## src/lsnc_pkg.sv

```systemverilog
// Purpose : constants shared by the lock status and nvm control register bank
// Assumes : byte-wide register port with 16-bit addresses
// Notes   : channel blocks repeat at a fixed stride above channel zero
package lsnc_pkg;

    localparam int          LSNC_AW            = 16;
    localparam int          LSNC_DW            = 8;
    localparam int          LSNC_NCH           = 4;
    localparam int          LSNC_LVW           = 12;
    localparam int          LSNC_SEQ_LEN       = 82;

    ////////////////////////////////////////////////////////////////////////////
    // register offsets
    localparam logic [15:0] LSNC_UPDATE_ADDR   = 16'h000F;
    localparam logic [7:0]  LSNC_UPDATE_VALUE  = 8'h01;
    localparam logic [15:0] LSNC_PH_LOW_ADDR   = 16'h0D27;
    localparam logic [15:0] LSNC_PH_HIGH_ADDR  = 16'h0D28;
    localparam logic [15:0] LSNC_FR_LOW_ADDR   = 16'h0D29;
    localparam logic [15:0] LSNC_FR_HIGH_ADDR  = 16'h0D2A;
    localparam logic [15:0] LSNC_CH_STRIDE     = 16'h0020;
    localparam logic [15:0] LSNC_NVM_CTRL_ADDR = 16'h0E00;
    localparam logic [15:0] LSNC_NVM_COND_ADDR = 16'h0E01;
    localparam logic [15:0] LSNC_NVM_SAVE_ADDR = 16'h0E02;
    localparam logic [15:0] LSNC_NVM_LOAD_ADDR = 16'h0E03;
    localparam logic [15:0] LSNC_EVT_STAT_ADDR = 16'h0E04;
    localparam logic [15:0] LSNC_EVT_MASK_ADDR = 16'h0E05;
    localparam logic [15:0] LSNC_SEQ_FIRST     = 16'h0E10;
    localparam logic [15:0] LSNC_SEQ_LAST      = 16'h0E61;

    ////////////////////////////////////////////////////////////////////////////
    // field positions
    localparam int          LSNC_WREN_BIT      = 0;
    localparam int          LSNC_FAST_BIT      = 1;
    localparam int          LSNC_TRIG_BIT      = 0;
    localparam int          LSNC_EV_SAVE_DONE  = 0;
    localparam int          LSNC_EV_LOAD_DONE  = 1;
    localparam int          LSNC_EV_SAVE_DENY  = 2;
    localparam int          LSNC_EV_SNAPSHOT   = 3;
    localparam int          LSNC_NEV           = 4;

    ////////////////////////////////////////////////////////////////////////////
    // reset values
    localparam logic [1:0]  LSNC_CTRL_RESET    = 2'h0;
    localparam logic [3:0]  LSNC_COND_RESET    = 4'h0;
    localparam logic [11:0] LSNC_LEVEL_RESET   = 12'h000;
    localparam logic [3:0]  LSNC_MASK_RESET    = 4'h0;

    // default storage sequence: stores every register
    function automatic logic [7:0] lsnc_seq_default(input logic [6:0] idx);
        case (idx)
            7'h00:   return 8'h98;
            7'h01:   return 8'h01;
            7'h02:   return 8'h00;
            7'h03:   return 8'hFE;
            7'h04:   return 8'h1F;
            7'h05:   return 8'h01;
            7'h06:   return 8'h00;
            7'h07:   return 8'h08;
            7'h08:   return 8'h02;
            7'h09:   return 8'h00;
            7'h0A:   return 8'h80;
            7'h0B:   return 8'h91;
            default: return 8'h00;
        endcase
    endfunction

endpackage

```

## src/lsnc_regs.sv

```systemverilog
// Purpose : lock detector level readback for four loops and nvm control registers
// Assumes : level inputs and nvm engine handshakes are on mclk; byte register port
// Notes   : rdata is valid only in the cycle after rd
`timescale 1ns/1ps
module lsnc_regs
    import lsnc_pkg::*;
(
    input  wire logic                             mclk,
    input  wire logic                             rst,
    input  wire logic [LSNC_AW-1:0]               addr,
    input  wire logic [LSNC_DW-1:0]               wdata,
    input  wire logic                             wr,
    input  wire logic                             rd,
    output logic      [LSNC_DW-1:0]               rdata,
    input  wire logic [LSNC_NCH-1:0][LSNC_LVW-1:0] phase_level,
    input  wire logic [LSNC_NCH-1:0][LSNC_LVW-1:0] freq_level,
    output logic                                  nvm_fast_mode,
    output logic                                  nvm_write_en,
    output logic      [3:0]                       nvm_condition,
    output logic                                  nvm_cond_override,
    output logic                                  nvm_save_start,
    output logic                                  nvm_load_start,
    input  wire logic                             nvm_save_done,
    input  wire logic                             nvm_load_done,
    input  wire logic [6:0]                       seq_index,
    output logic      [7:0]                       seq_byte,
    output logic                                  irq
);

    typedef struct packed {
        logic [LSNC_NCH-1:0][LSNC_LVW-1:0] ph_snap;
        logic [LSNC_NCH-1:0][LSNC_LVW-1:0] fr_snap;
        logic                              fast;
        logic                              wren;
        logic [3:0]                        cond;
        logic                              ovr;
        logic                              save_pend;
        logic                              load_pend;
        logic                              save_go;
        logic                              load_go;
        logic [LSNC_SEQ_LEN-1:0][7:0]      seq;
        logic [LSNC_NEV-1:0]               evt;
        logic [LSNC_NEV-1:0]               mask;
        logic [7:0]                        rdata;
        logic [7:0]                        seq_byte;
        logic                              irq;
    } lsnc_state_t;

    lsnc_state_t st;
    lsnc_state_t next_st;

    ////////////////////////////////////////////////////////////////////////////
    // address decode

    // {hit, channel, field}: field 0..3 = phase low, phase high, freq low, freq high
    function automatic logic [4:0] lsnc_chan_decode(input logic [15:0] a);
        logic [15:0] rel;
        logic [4:0]  res;
        res = 5'h00;
        rel = 16'h0000;
        for (int c = 0; c < LSNC_NCH; c++) begin
            rel = a - 16'(c) * LSNC_CH_STRIDE;
            if (rel >= LSNC_PH_LOW_ADDR && rel <= LSNC_FR_HIGH_ADDR) begin
                res = {1'b1, 2'(c), 2'(rel - LSNC_PH_LOW_ADDR)};
            end
        end
        return res;
    endfunction

    function automatic logic lsnc_in_seq(input logic [15:0] a);
        return (a >= LSNC_SEQ_FIRST) && (a <= LSNC_SEQ_LAST);
    endfunction

    logic [4:0]          ch_dec;
    logic [LSNC_NCH-1:0][7:0] ch_byte;
    logic [6:0]          seq_off;

    assign ch_dec  = lsnc_chan_decode(addr);
    assign seq_off = 7'(addr - LSNC_SEQ_FIRST);

    // one read candidate per channel; the reserved upper nibbles read zero
    genvar g;
    generate
        for (g = 0; g < LSNC_NCH; g++) begin : g_chan
            always_comb begin
                case (ch_dec[1:0])
                    2'h0:    ch_byte[g] = st.ph_snap[g][7:0];
                    2'h1:    ch_byte[g] = {4'h0, st.ph_snap[g][11:8]};
                    2'h2:    ch_byte[g] = st.fr_snap[g][7:0];
                    2'h3:    ch_byte[g] = {4'h0, st.fr_snap[g][11:8]};
                    default: ch_byte[g] = 8'h00;
                endcase
            end
        end
    endgenerate

    ////////////////////////////////////////////////////////////////////////////
    // next state

    logic wr_update;
    logic wr_save;
    logic wr_load;

    assign wr_update = wr && addr == LSNC_UPDATE_ADDR && wdata == LSNC_UPDATE_VALUE;
    assign wr_save   = wr && addr == LSNC_NVM_SAVE_ADDR && wdata[LSNC_TRIG_BIT];
    assign wr_load   = wr && addr == LSNC_NVM_LOAD_ADDR && wdata[LSNC_TRIG_BIT];

    always_comb begin
        logic [LSNC_NEV-1:0] ev_set;
        next_st = st;
        ev_set  = '0;
        next_st.save_go = 1'b0;
        next_st.load_go = 1'b0;

        // snapshot only on update so reads see a coherent set of levels
        if (wr_update) begin
            next_st.ph_snap = phase_level;
            next_st.fr_snap = freq_level;
            ev_set[LSNC_EV_SNAPSHOT] = 1'b1;
        end

        // channel status locations have no write path at all
        if (wr && addr == LSNC_NVM_CTRL_ADDR) begin
            next_st.fast = wdata[LSNC_FAST_BIT];
            next_st.wren = wdata[LSNC_WREN_BIT];
        end
        if (wr && addr == LSNC_NVM_COND_ADDR) begin
            next_st.cond = wdata[3:0];
        end
        if (wr && addr == LSNC_EVT_MASK_ADDR) begin
            next_st.mask = wdata[LSNC_NEV-1:0];
        end
        if (wr && lsnc_in_seq(addr)) begin
            next_st.seq[seq_off] = wdata;
        end

        // trigger bits hold while the engine works and drop on its done pulse
        if (nvm_save_done) begin
            next_st.save_pend = 1'b0;
            ev_set[LSNC_EV_SAVE_DONE] = st.save_pend;
        end
        if (nvm_load_done) begin
            next_st.load_pend = 1'b0;
            ev_set[LSNC_EV_LOAD_DONE] = st.load_pend;
        end
        // a save with writes disabled is refused rather than queued
        if (wr_save && !st.save_pend) begin
            if (st.wren) begin
                next_st.save_pend = 1'b1;
                next_st.save_go   = 1'b1;
            end else begin
                ev_set[LSNC_EV_SAVE_DENY] = 1'b1;
            end
        end
        if (wr_load && !st.load_pend) begin
            next_st.load_pend = 1'b1;
            next_st.load_go   = 1'b1;
        end

        // read data, registered; unmapped and write-only bits read zero
        next_st.rdata = 8'h00;
        if (rd) begin
            if (ch_dec[4]) begin
                next_st.rdata = ch_byte[ch_dec[3:2]];
            end else if (lsnc_in_seq(addr)) begin
                next_st.rdata = st.seq[seq_off];
            end else begin
                case (addr)
                    LSNC_NVM_CTRL_ADDR: next_st.rdata = {6'h00, st.fast, st.wren};
                    LSNC_NVM_COND_ADDR: next_st.rdata = {4'h0, st.cond};
                    LSNC_NVM_SAVE_ADDR: next_st.rdata = {7'h00, st.save_pend};
                    LSNC_NVM_LOAD_ADDR: next_st.rdata = {7'h00, st.load_pend};
                    LSNC_EVT_STAT_ADDR: next_st.rdata = {4'h0, st.evt};
                    LSNC_EVT_MASK_ADDR: next_st.rdata = {4'h0, st.mask};
                    default:            next_st.rdata = 8'h00;
                endcase
            end
        end

        // reading status clears it, but a new event in that cycle survives
        if (rd && addr == LSNC_EVT_STAT_ADDR) begin
            next_st.evt = ev_set;
        end else begin
            next_st.evt = st.evt | ev_set;
        end

        next_st.seq_byte = (seq_index < 7'(LSNC_SEQ_LEN)) ? st.seq[seq_index] : 8'h00;
        next_st.irq      = |(next_st.evt & next_st.mask);
        next_st.ovr      = |next_st.cond;
    end

    always_ff @(posedge mclk or posedge rst) begin
        if (rst) begin
            st      <= '0;
            st.fast <= LSNC_CTRL_RESET[LSNC_FAST_BIT];
            st.wren <= LSNC_CTRL_RESET[LSNC_WREN_BIT];
            st.cond <= LSNC_COND_RESET;
            st.ovr  <= |LSNC_COND_RESET;
            st.mask <= LSNC_MASK_RESET;
            for (int i = 0; i < LSNC_NCH; i++) begin
                st.ph_snap[i] <= LSNC_LEVEL_RESET;
                st.fr_snap[i] <= LSNC_LEVEL_RESET;
            end
            for (int i = 0; i < LSNC_SEQ_LEN; i++) begin
                st.seq[i] <= lsnc_seq_default(7'(i));
            end
        end else begin
            st <= next_st;
        end
    end

    ////////////////////////////////////////////////////////////////////////////
    // outputs

    assign rdata             = st.rdata;
    assign nvm_fast_mode     = st.fast;
    assign nvm_write_en      = st.wren;
    assign nvm_condition     = st.cond;
    assign nvm_cond_override = st.ovr;
    assign nvm_save_start    = st.save_go;
    assign nvm_load_start    = st.load_go;
    assign seq_byte          = st.seq_byte;
    assign irq               = st.irq;

    ////////////////////////////////////////////////////////////////////////////
    // checks

    a_snap_follows_update: assert property (@(posedge mclk) disable iff (rst)
        wr_update |=> st.ph_snap == $past(phase_level) && st.fr_snap == $past(freq_level))
        else $error("snapshot not taken on update write");

    a_snap_holds_still: assert property (@(posedge mclk) disable iff (rst)
        !wr_update |=> $stable(st.ph_snap) && $stable(st.fr_snap))
        else $error("status snapshot changed without update");

    a_phase_high_read: assert property (@(posedge mclk) disable iff (rst)
        rd && addr == LSNC_PH_HIGH_ADDR |=> rdata == {4'h0, st.ph_snap[0][11:8]})
        else $error("phase level high nibble misread");

    a_freq_ch3_read: assert property (@(posedge mclk) disable iff (rst)
        rd && addr == LSNC_FR_LOW_ADDR + 16'(3) * LSNC_CH_STRIDE |=> rdata == st.fr_snap[3][7:0])
        else $error("channel three frequency level misread");

    a_save_needs_wren: assert property (@(posedge mclk) disable iff (rst)
        nvm_save_start |-> $past(st.wren) && $past(wr_save))
        else $error("save started without write enable");

    a_save_one_pulse: assert property (@(posedge mclk) disable iff (rst)
        nvm_save_start |=> !nvm_save_start && st.save_pend)
        else $error("save start not a single pulse");

    a_load_self_clear: assert property (@(posedge mclk) disable iff (rst)
        st.load_pend && nvm_load_done |=> !st.load_pend)
        else $error("load trigger failed to clear");

    a_cond_override: assert property (@(posedge mclk) disable iff (rst)
        nvm_cond_override == (nvm_condition != 4'h0))
        else $error("condition override mismatch");

    a_rate_select: assert property (@(posedge mclk) disable iff (rst)
        wr && addr == LSNC_NVM_CTRL_ADDR |=> nvm_fast_mode == $past(wdata[LSNC_FAST_BIT]))
        else $error("bus rate select not stored");

    a_reserved_zero: assert property (@(posedge mclk) disable iff (rst)
        rd && addr == LSNC_NVM_COND_ADDR |=> rdata[7:4] == 4'h0)
        else $error("reserved bits read nonzero");

    // readback of both halves of both levels in channel zero, and of two locations each in channels one to three
    a_phase_low_read: assert property (@(posedge mclk) disable iff (rst)
        rd && addr == LSNC_PH_LOW_ADDR |=> rdata == st.ph_snap[0][7:0])
        else $error("phase low byte misread");

    a_freq_low_read: assert property (@(posedge mclk) disable iff (rst)
        rd && addr == LSNC_FR_LOW_ADDR |=> rdata == st.fr_snap[0][7:0])
        else $error("freq low byte misread");

    a_freq_high_read: assert property (@(posedge mclk) disable iff (rst)
        rd && addr == LSNC_FR_HIGH_ADDR
        |=> rdata == {4'h0, st.fr_snap[0][11:8]})
        else $error("freq high nibble misread");

    a_phase_ch1_read: assert property (@(posedge mclk) disable iff (rst)
        rd && addr == LSNC_PH_LOW_ADDR + LSNC_CH_STRIDE
        |=> rdata == st.ph_snap[1][7:0])
        else $error("channel one phase misread");

    a_freq_ch1_read: assert property (@(posedge mclk) disable iff (rst)
        rd && addr == LSNC_FR_HIGH_ADDR + LSNC_CH_STRIDE
        |=> rdata == {4'h0, st.fr_snap[1][11:8]})
        else $error("channel one freq misread");

    a_phase_ch2_read: assert property (@(posedge mclk) disable iff (rst)
        rd && addr == LSNC_PH_HIGH_ADDR + 16'(2) * LSNC_CH_STRIDE
        |=> rdata == {4'h0, st.ph_snap[2][11:8]})
        else $error("channel two phase misread");

    a_freq_ch2_read: assert property (@(posedge mclk) disable iff (rst)
        rd && addr == LSNC_FR_LOW_ADDR + 16'(2) * LSNC_CH_STRIDE
        |=> rdata == st.fr_snap[2][7:0])
        else $error("channel two freq misread");

    a_phase_ch3_read: assert property (@(posedge mclk) disable iff (rst)
        rd && addr == LSNC_PH_LOW_ADDR + 16'(3) * LSNC_CH_STRIDE
        |=> rdata == st.ph_snap[3][7:0])
        else $error("channel three phase misread");

    // snapshot only moves on the one update value
    a_status_write_ignored: assert property (@(posedge mclk) disable iff (rst)
        wr && ch_dec[4] |=> $stable(st.ph_snap) && $stable(st.fr_snap))
        else $error("status write changed a level");

    a_update_value_only: assert property (@(posedge mclk) disable iff (rst)
        wr && addr == LSNC_UPDATE_ADDR && wdata != LSNC_UPDATE_VALUE
        |=> $stable(st.ph_snap) && $stable(st.fr_snap))
        else $error("snapshot taken on wrong value");

    // nvm control and trigger handshakes
    a_wren_store: assert property (@(posedge mclk) disable iff (rst)
        wr && addr == LSNC_NVM_CTRL_ADDR
        |=> nvm_write_en == $past(wdata[LSNC_WREN_BIT]))
        else $error("write enable not stored");

    a_save_refused: assert property (@(posedge mclk) disable iff (rst)
        wr_save && !st.wren && !st.save_pend
        |=> !nvm_save_start && st.evt[LSNC_EV_SAVE_DENY])
        else $error("save not refused");

    a_cond_store: assert property (@(posedge mclk) disable iff (rst)
        wr && addr == LSNC_NVM_COND_ADDR |=> nvm_condition == $past(wdata[3:0]))
        else $error("condition not stored");

    a_save_start_go: assert property (@(posedge mclk) disable iff (rst)
        wr_save && st.wren && !st.save_pend |=> nvm_save_start && st.save_pend)
        else $error("save not started");

    a_save_self_clear: assert property (@(posedge mclk) disable iff (rst)
        st.save_pend && nvm_save_done |=> !st.save_pend)
        else $error("save trigger failed to clear");

    a_save_pend_holds: assert property (@(posedge mclk) disable iff (rst)
        st.save_pend && !nvm_save_done |=> st.save_pend)
        else $error("save trigger dropped early");

    a_load_start_go: assert property (@(posedge mclk) disable iff (rst)
        wr_load && !st.load_pend |=> nvm_load_start && st.load_pend)
        else $error("load not started");

    a_load_one_pulse: assert property (@(posedge mclk) disable iff (rst)
        nvm_load_start |=> !nvm_load_start && st.load_pend)
        else $error("load start not a single pulse");

    a_seq_past_end: assert property (@(posedge mclk) disable iff (rst)
        seq_index >= 7'(LSNC_SEQ_LEN) |=> seq_byte == 8'h00)
        else $error("list read past its end");

    a_trig_reserved: assert property (@(posedge mclk) disable iff (rst)
        rd && (addr == LSNC_NVM_SAVE_ADDR || addr == LSNC_NVM_LOAD_ADDR)
        |=> rdata[7:1] == 7'h00)
        else $error("trigger reserved bits nonzero");

endmodule

```

## config.mk

```make
export PLATFORM = sky130hd
export DESIGN_NAME = lsnc_regs
export DESIGN_NICKNAME = d
export VERILOG_FILES = /design/src/lsnc_pkg.sv /design/src/lsnc_regs.sv
export SDC_FILE = /design/constraint.sdc
export NUM_CORES = 2
export LEC_CHECK = 0
export BUFFER_PORTS_ARGS = -buffer_cell sky130_fd_sc_hd__buf_2
export CAP_MARGIN = 15
export CORE_MARGIN = 3
export CORE_UTILIZATION = 65
export DETAILED_ROUTE_END_ITERATION = 10
export GPL_TIMING_DRIVEN = 0
export PLACE_DENSITY = 0.91
export SYNTH_ARGS = -nofsm -noshare
export SYNTH_HDL_FRONTEND = slang
export SYNTH_SLANG_ARGS = --single-unit
```

## constraint.sdc

```tcl
create_clock -name mclk -period 35.7 [get_ports mclk]
set_input_delay 3.57 -clock mclk [delete_from_list [all_inputs] [get_ports mclk]]
set_output_delay 3.57 -clock mclk [all_outputs]
set_load 0.05 [all_outputs]
```

==> impl_metrics.py <==
metrics = {
    "timing": {
        "finalWorstSetupSlack_ps": 26040,
        "clock_skew_ps": 28.8,
        "min_period_ps": 9660,
        "setup-violations-final": 0,
        "setup_tns_ps": 0,
        "holdWs_ps": 504,
        "slew_viol_final": 12,
        "period_share": 0.271,
        "clock.fmax_ghz": 0.103,
        "tightest_slew_ps": 1580,
        "maxSlewHeadroom": -0.0556,
        "hold_viol": 0,
        "rsz0062_at_grt": "no",
    },
    "placed_design": {
        "dp_hpwl_um": 116000,
        "place_worst_setup_slack_ps": 26420,
        "dpl_cell_area_um2": 43900,
        "dp_cells": 4201,
        "place.gp.congestion": 1.08,
        "io_buffer_count": 151,
    },
    "clock_network": {
        "cts_tree": "built",
        "clock_sinks": 788,
        "cts_buffers": 84,
        "clockBufferDepth": 3,
        "cts.repair.resized": 0,
        "cts_root_buffer": "clkbuf_16",
        "clkLatencyLatePin_ps": 680,
        "cts_setup_buffers": 0,
        "hold_buffers": 0,
        "ctsHtreeMaxLevel": 3,
        "clkSlewWorstSetupHoldPaths_ps": 70,
    },
    "worst_setup_path": {
        "path_depth": 12,
        "slowest_stage": "nor4_1",
        "start_kind": "input port",
        "r2r_cells": 8,
        "crit_type": "in2reg",
        "crit_buf_inv": 4,
        "max_stage_delay_ps": 1150,
        "regToRegSetupSlack_ps": 31860,
        "critPathRequiredTime_ps": 36280,
        "crit_path_frequent_cell": "clkbuf_1",
        "critPathLaunch": "addr[1]",
        "timing.rr.start": "st[220]",
        "crit_chain": "buf_2, clkbuf_1, nand3b_1, clkbuf_1, clkbuf_1, o221ai_1, nor4_1, a211oi_1, o21ai_0, nand4b_1, a211o_1, a21oi_1",
        "endpoint_kind": "flop",
        "crit_family": "buffers and inverters",
        "cp_max_fo": 11,
        "crit_arrival_ps": 10240,
    },
    "worst_hold_path": {
        "min_path_type": "reg2reg",
        "hold_start": "st[749]",
        "hold_depth": 1,
    },
    "yosys": {
        "synth-compound-area-share": 0.0960,
        "avgSynthCellArea_um2": 13.1,
        "yosysTopAreaCell": "dfrtp_1",
        "ys.flop_type": "dfrtp_1",
        "synth_top_area_share": 0.459,
        "synth_most_common_cell": "dfrtp_1",
        "ys_seq_area_frac": 0.473,
        "synth_cells": 3185,
        "yosys.area_share.simple": 0.0526,
        "yosys_warnings": 0,
        "yosysUniqueCellTypes": 90,
        "synth_seq_cells": 788,
        "synth.net_count": 3335,
        "muxShareOfSynthArea": 0.340,
        "synth_commonest_cells": "dfrtp_1, mux2_2, mux4_2",
        "synth_edf_count": 0,
        "synthAdderAreaFrac": 0.00510,
        "synthTopCellsByArea": "dfrtp_1, mux2_2, mux4_2",
        "syn_area_um2": 41700,
        "synth-xor-area-share": 0.00210,
        "synth_top_family_by_area": "multiplexers",
        "async_flop_share": 1.00,
    },
    "job": {
        "cap_violations": 2,
    },
    "grt": {
        "grt_max_degree": 129,
        "groute.usage.overall": 0.507,
        "grt_pass1_vias": 34308,
        "antenna_found_initial": 29,
        "grt_pass1_wl_um": 241000,
        "grt_overflow_total": 0,
    },
    "pwr": {
        "swShare": 0.271,
        "p_sw_mw": 0.542,
        "power_mw": 2.00,
        "comb_power_share": 0.102,
        "p_int_mw": 1.46,
        "irDropWorstVdd_mv": 0.0429,
        "p_seq_frac": 0.446,
        "p_clk_frac": 0.451,
        "power.density_nw_per_um2": 42.6,
        "cellLeakagePower_nw": 21.8,
    },
    "route": {
        "wl_per_cell_um": 39.1,
        "wirelength_um": 172000,
        "vias_per_cell": 8.02,
        "dr.pass1.iters": 10,
        "ant_nets": 0,
        "dr_total_vias": 35286,
        "drt_iter0_drc": 6753,
        "route.detailed.drc": 0,
    },
    "layout": {
        "final_cells": 4399,
        "final_net_count": 3609,
        "drive_gt1_frac": 0.375,
        "area_delta_synth_final_pct": 12.7,
        "postLayoutCellArea_um2": 47000,
        "fin_util": 0.743,
    },
    "status": {
        "outcome": "finished, violations left",
        "failed_checks": "capacitance limit, slew limit",
    },
    "floorplan": {
        "start_util": 0.659,
        "io_pins": 159,
        "fp.dieArea_um2": 67300,
        "num_rows": 92,
        "fp.dieH_um": 259,
        "core_area_um2": 63300,
        "die-width_um": 259,
    },
}
[cells by family after synthesis]
logic type | Yosys count
compound gates | 570
xor+xnor | 10
fa+ha+maj | 17
buf+inv | 301
flops | 788
mux | 1077
simple gates | 422
[power groups by stage]
| stage | clock network [mW] | registers [mW] | logic (mW) |
|---|---|---|---|
| global route | 0.929 | 0.894 | 0.203 |
| detailed placement | 0 | 0.910 | 0.182 |
| CTS | 0.894 | 0.894 | 0.184 |
| floorplan | 0 | 0.911 | 0.0952 |
| finish | 0.904 | 0.894 | 0.205 |
| global placement | 0 | 0.912 | 0.176 |
[registers in the layout, indices dropped and copies added (netlist names)]
register	cells
irq	1
nvm_cond_override	1
nvm_condition	4
nvm_fast_mode	1
nvm_load_start	1
nvm_save_start	1
nvm_write_en	1
rdata	8
seq_byte	8
st	762
[area by class of cell]
class	instances	area, um2
antenna	27	67.6
fill	4027	16300
multi-input combinational	2096	20700
clock buffer	117	2410
buffer	280	1210
inverter	21	86.3
timing repair buffer	188	1390
clock inverter	36	375
tap	846	1060
sequential	788	19700
[layer usage]
| layer | vias to the layer above | part of all wire | global-route usage |
|---|---|---|---|
| met5 | - | 0.0028 | 0.0300 |
| met4 | 21 | 0.093 | 0.356 |
| met3 | 1214 | 0.17 | 0.286 |
| met1 | 17438 | 0.33 | 0.608 |
| met2 | 3734 | 0.40 | 0.684 |
| li1 | 12879 | - | - |
[final timing paths]
| check | to |
|---|---|
| worst max register to register | rdata[3] |
| worst max-delay path | rdata[5] |
| max in group asynchronous | st[565] |
| min in group asynchronous | st[328] |
| worst min register to register | st[749] |
| worst min-delay path | st[749] |
[cells in the final DEF, fill, tap and decap left out, types with 17 or more instances in the layout]
| master | netlist | final |
|---|---|---|
| clkinv_2 | 0 | 19 |
| buf_1 | 40 | 40 |
| nor2_1 | 143 | 143 |
| clkbuf_16 | 0 | 84 |
| o22ai_1 | 174 | 174 |
| nor4_1 | 22 | 22 |
| nand2_1 | 74 | 74 |
| nand3_1 | 24 | 24 |
| buf_4 | 22 | 22 |
| o221ai_1 | 44 | 44 |
| a22oi_1 | 43 | 43 |
| buf_2 | 39 | 194 |
| nand4_1 | 20 | 20 |
| mux4_2 | 193 | 193 |
| mux2_1 | 134 | 134 |
| diode_2 | 0 | 27 |
| a211oi_1 | 21 | 21 |
| nor3_1 | 19 | 18 |
| o21ai_0 | 64 | 64 |
| clkbuf_1 | 176 | 190 |
| dfstp_2 | 23 | 23 |
| a22o_1 | 20 | 20 |
| clkbuf_8 | 0 | 18 |
| dfrtp_1 | 765 | 765 |
| o22a_1 | 20 | 20 |
| mux2_2 | 671 | 671 |
| ha_1 | 17 | 17 |
| mux2i_1 | 79 | 79 |
| a21oi_1 | 55 | 55 |
Note: power is estimated with default switching activity, not from simulation.
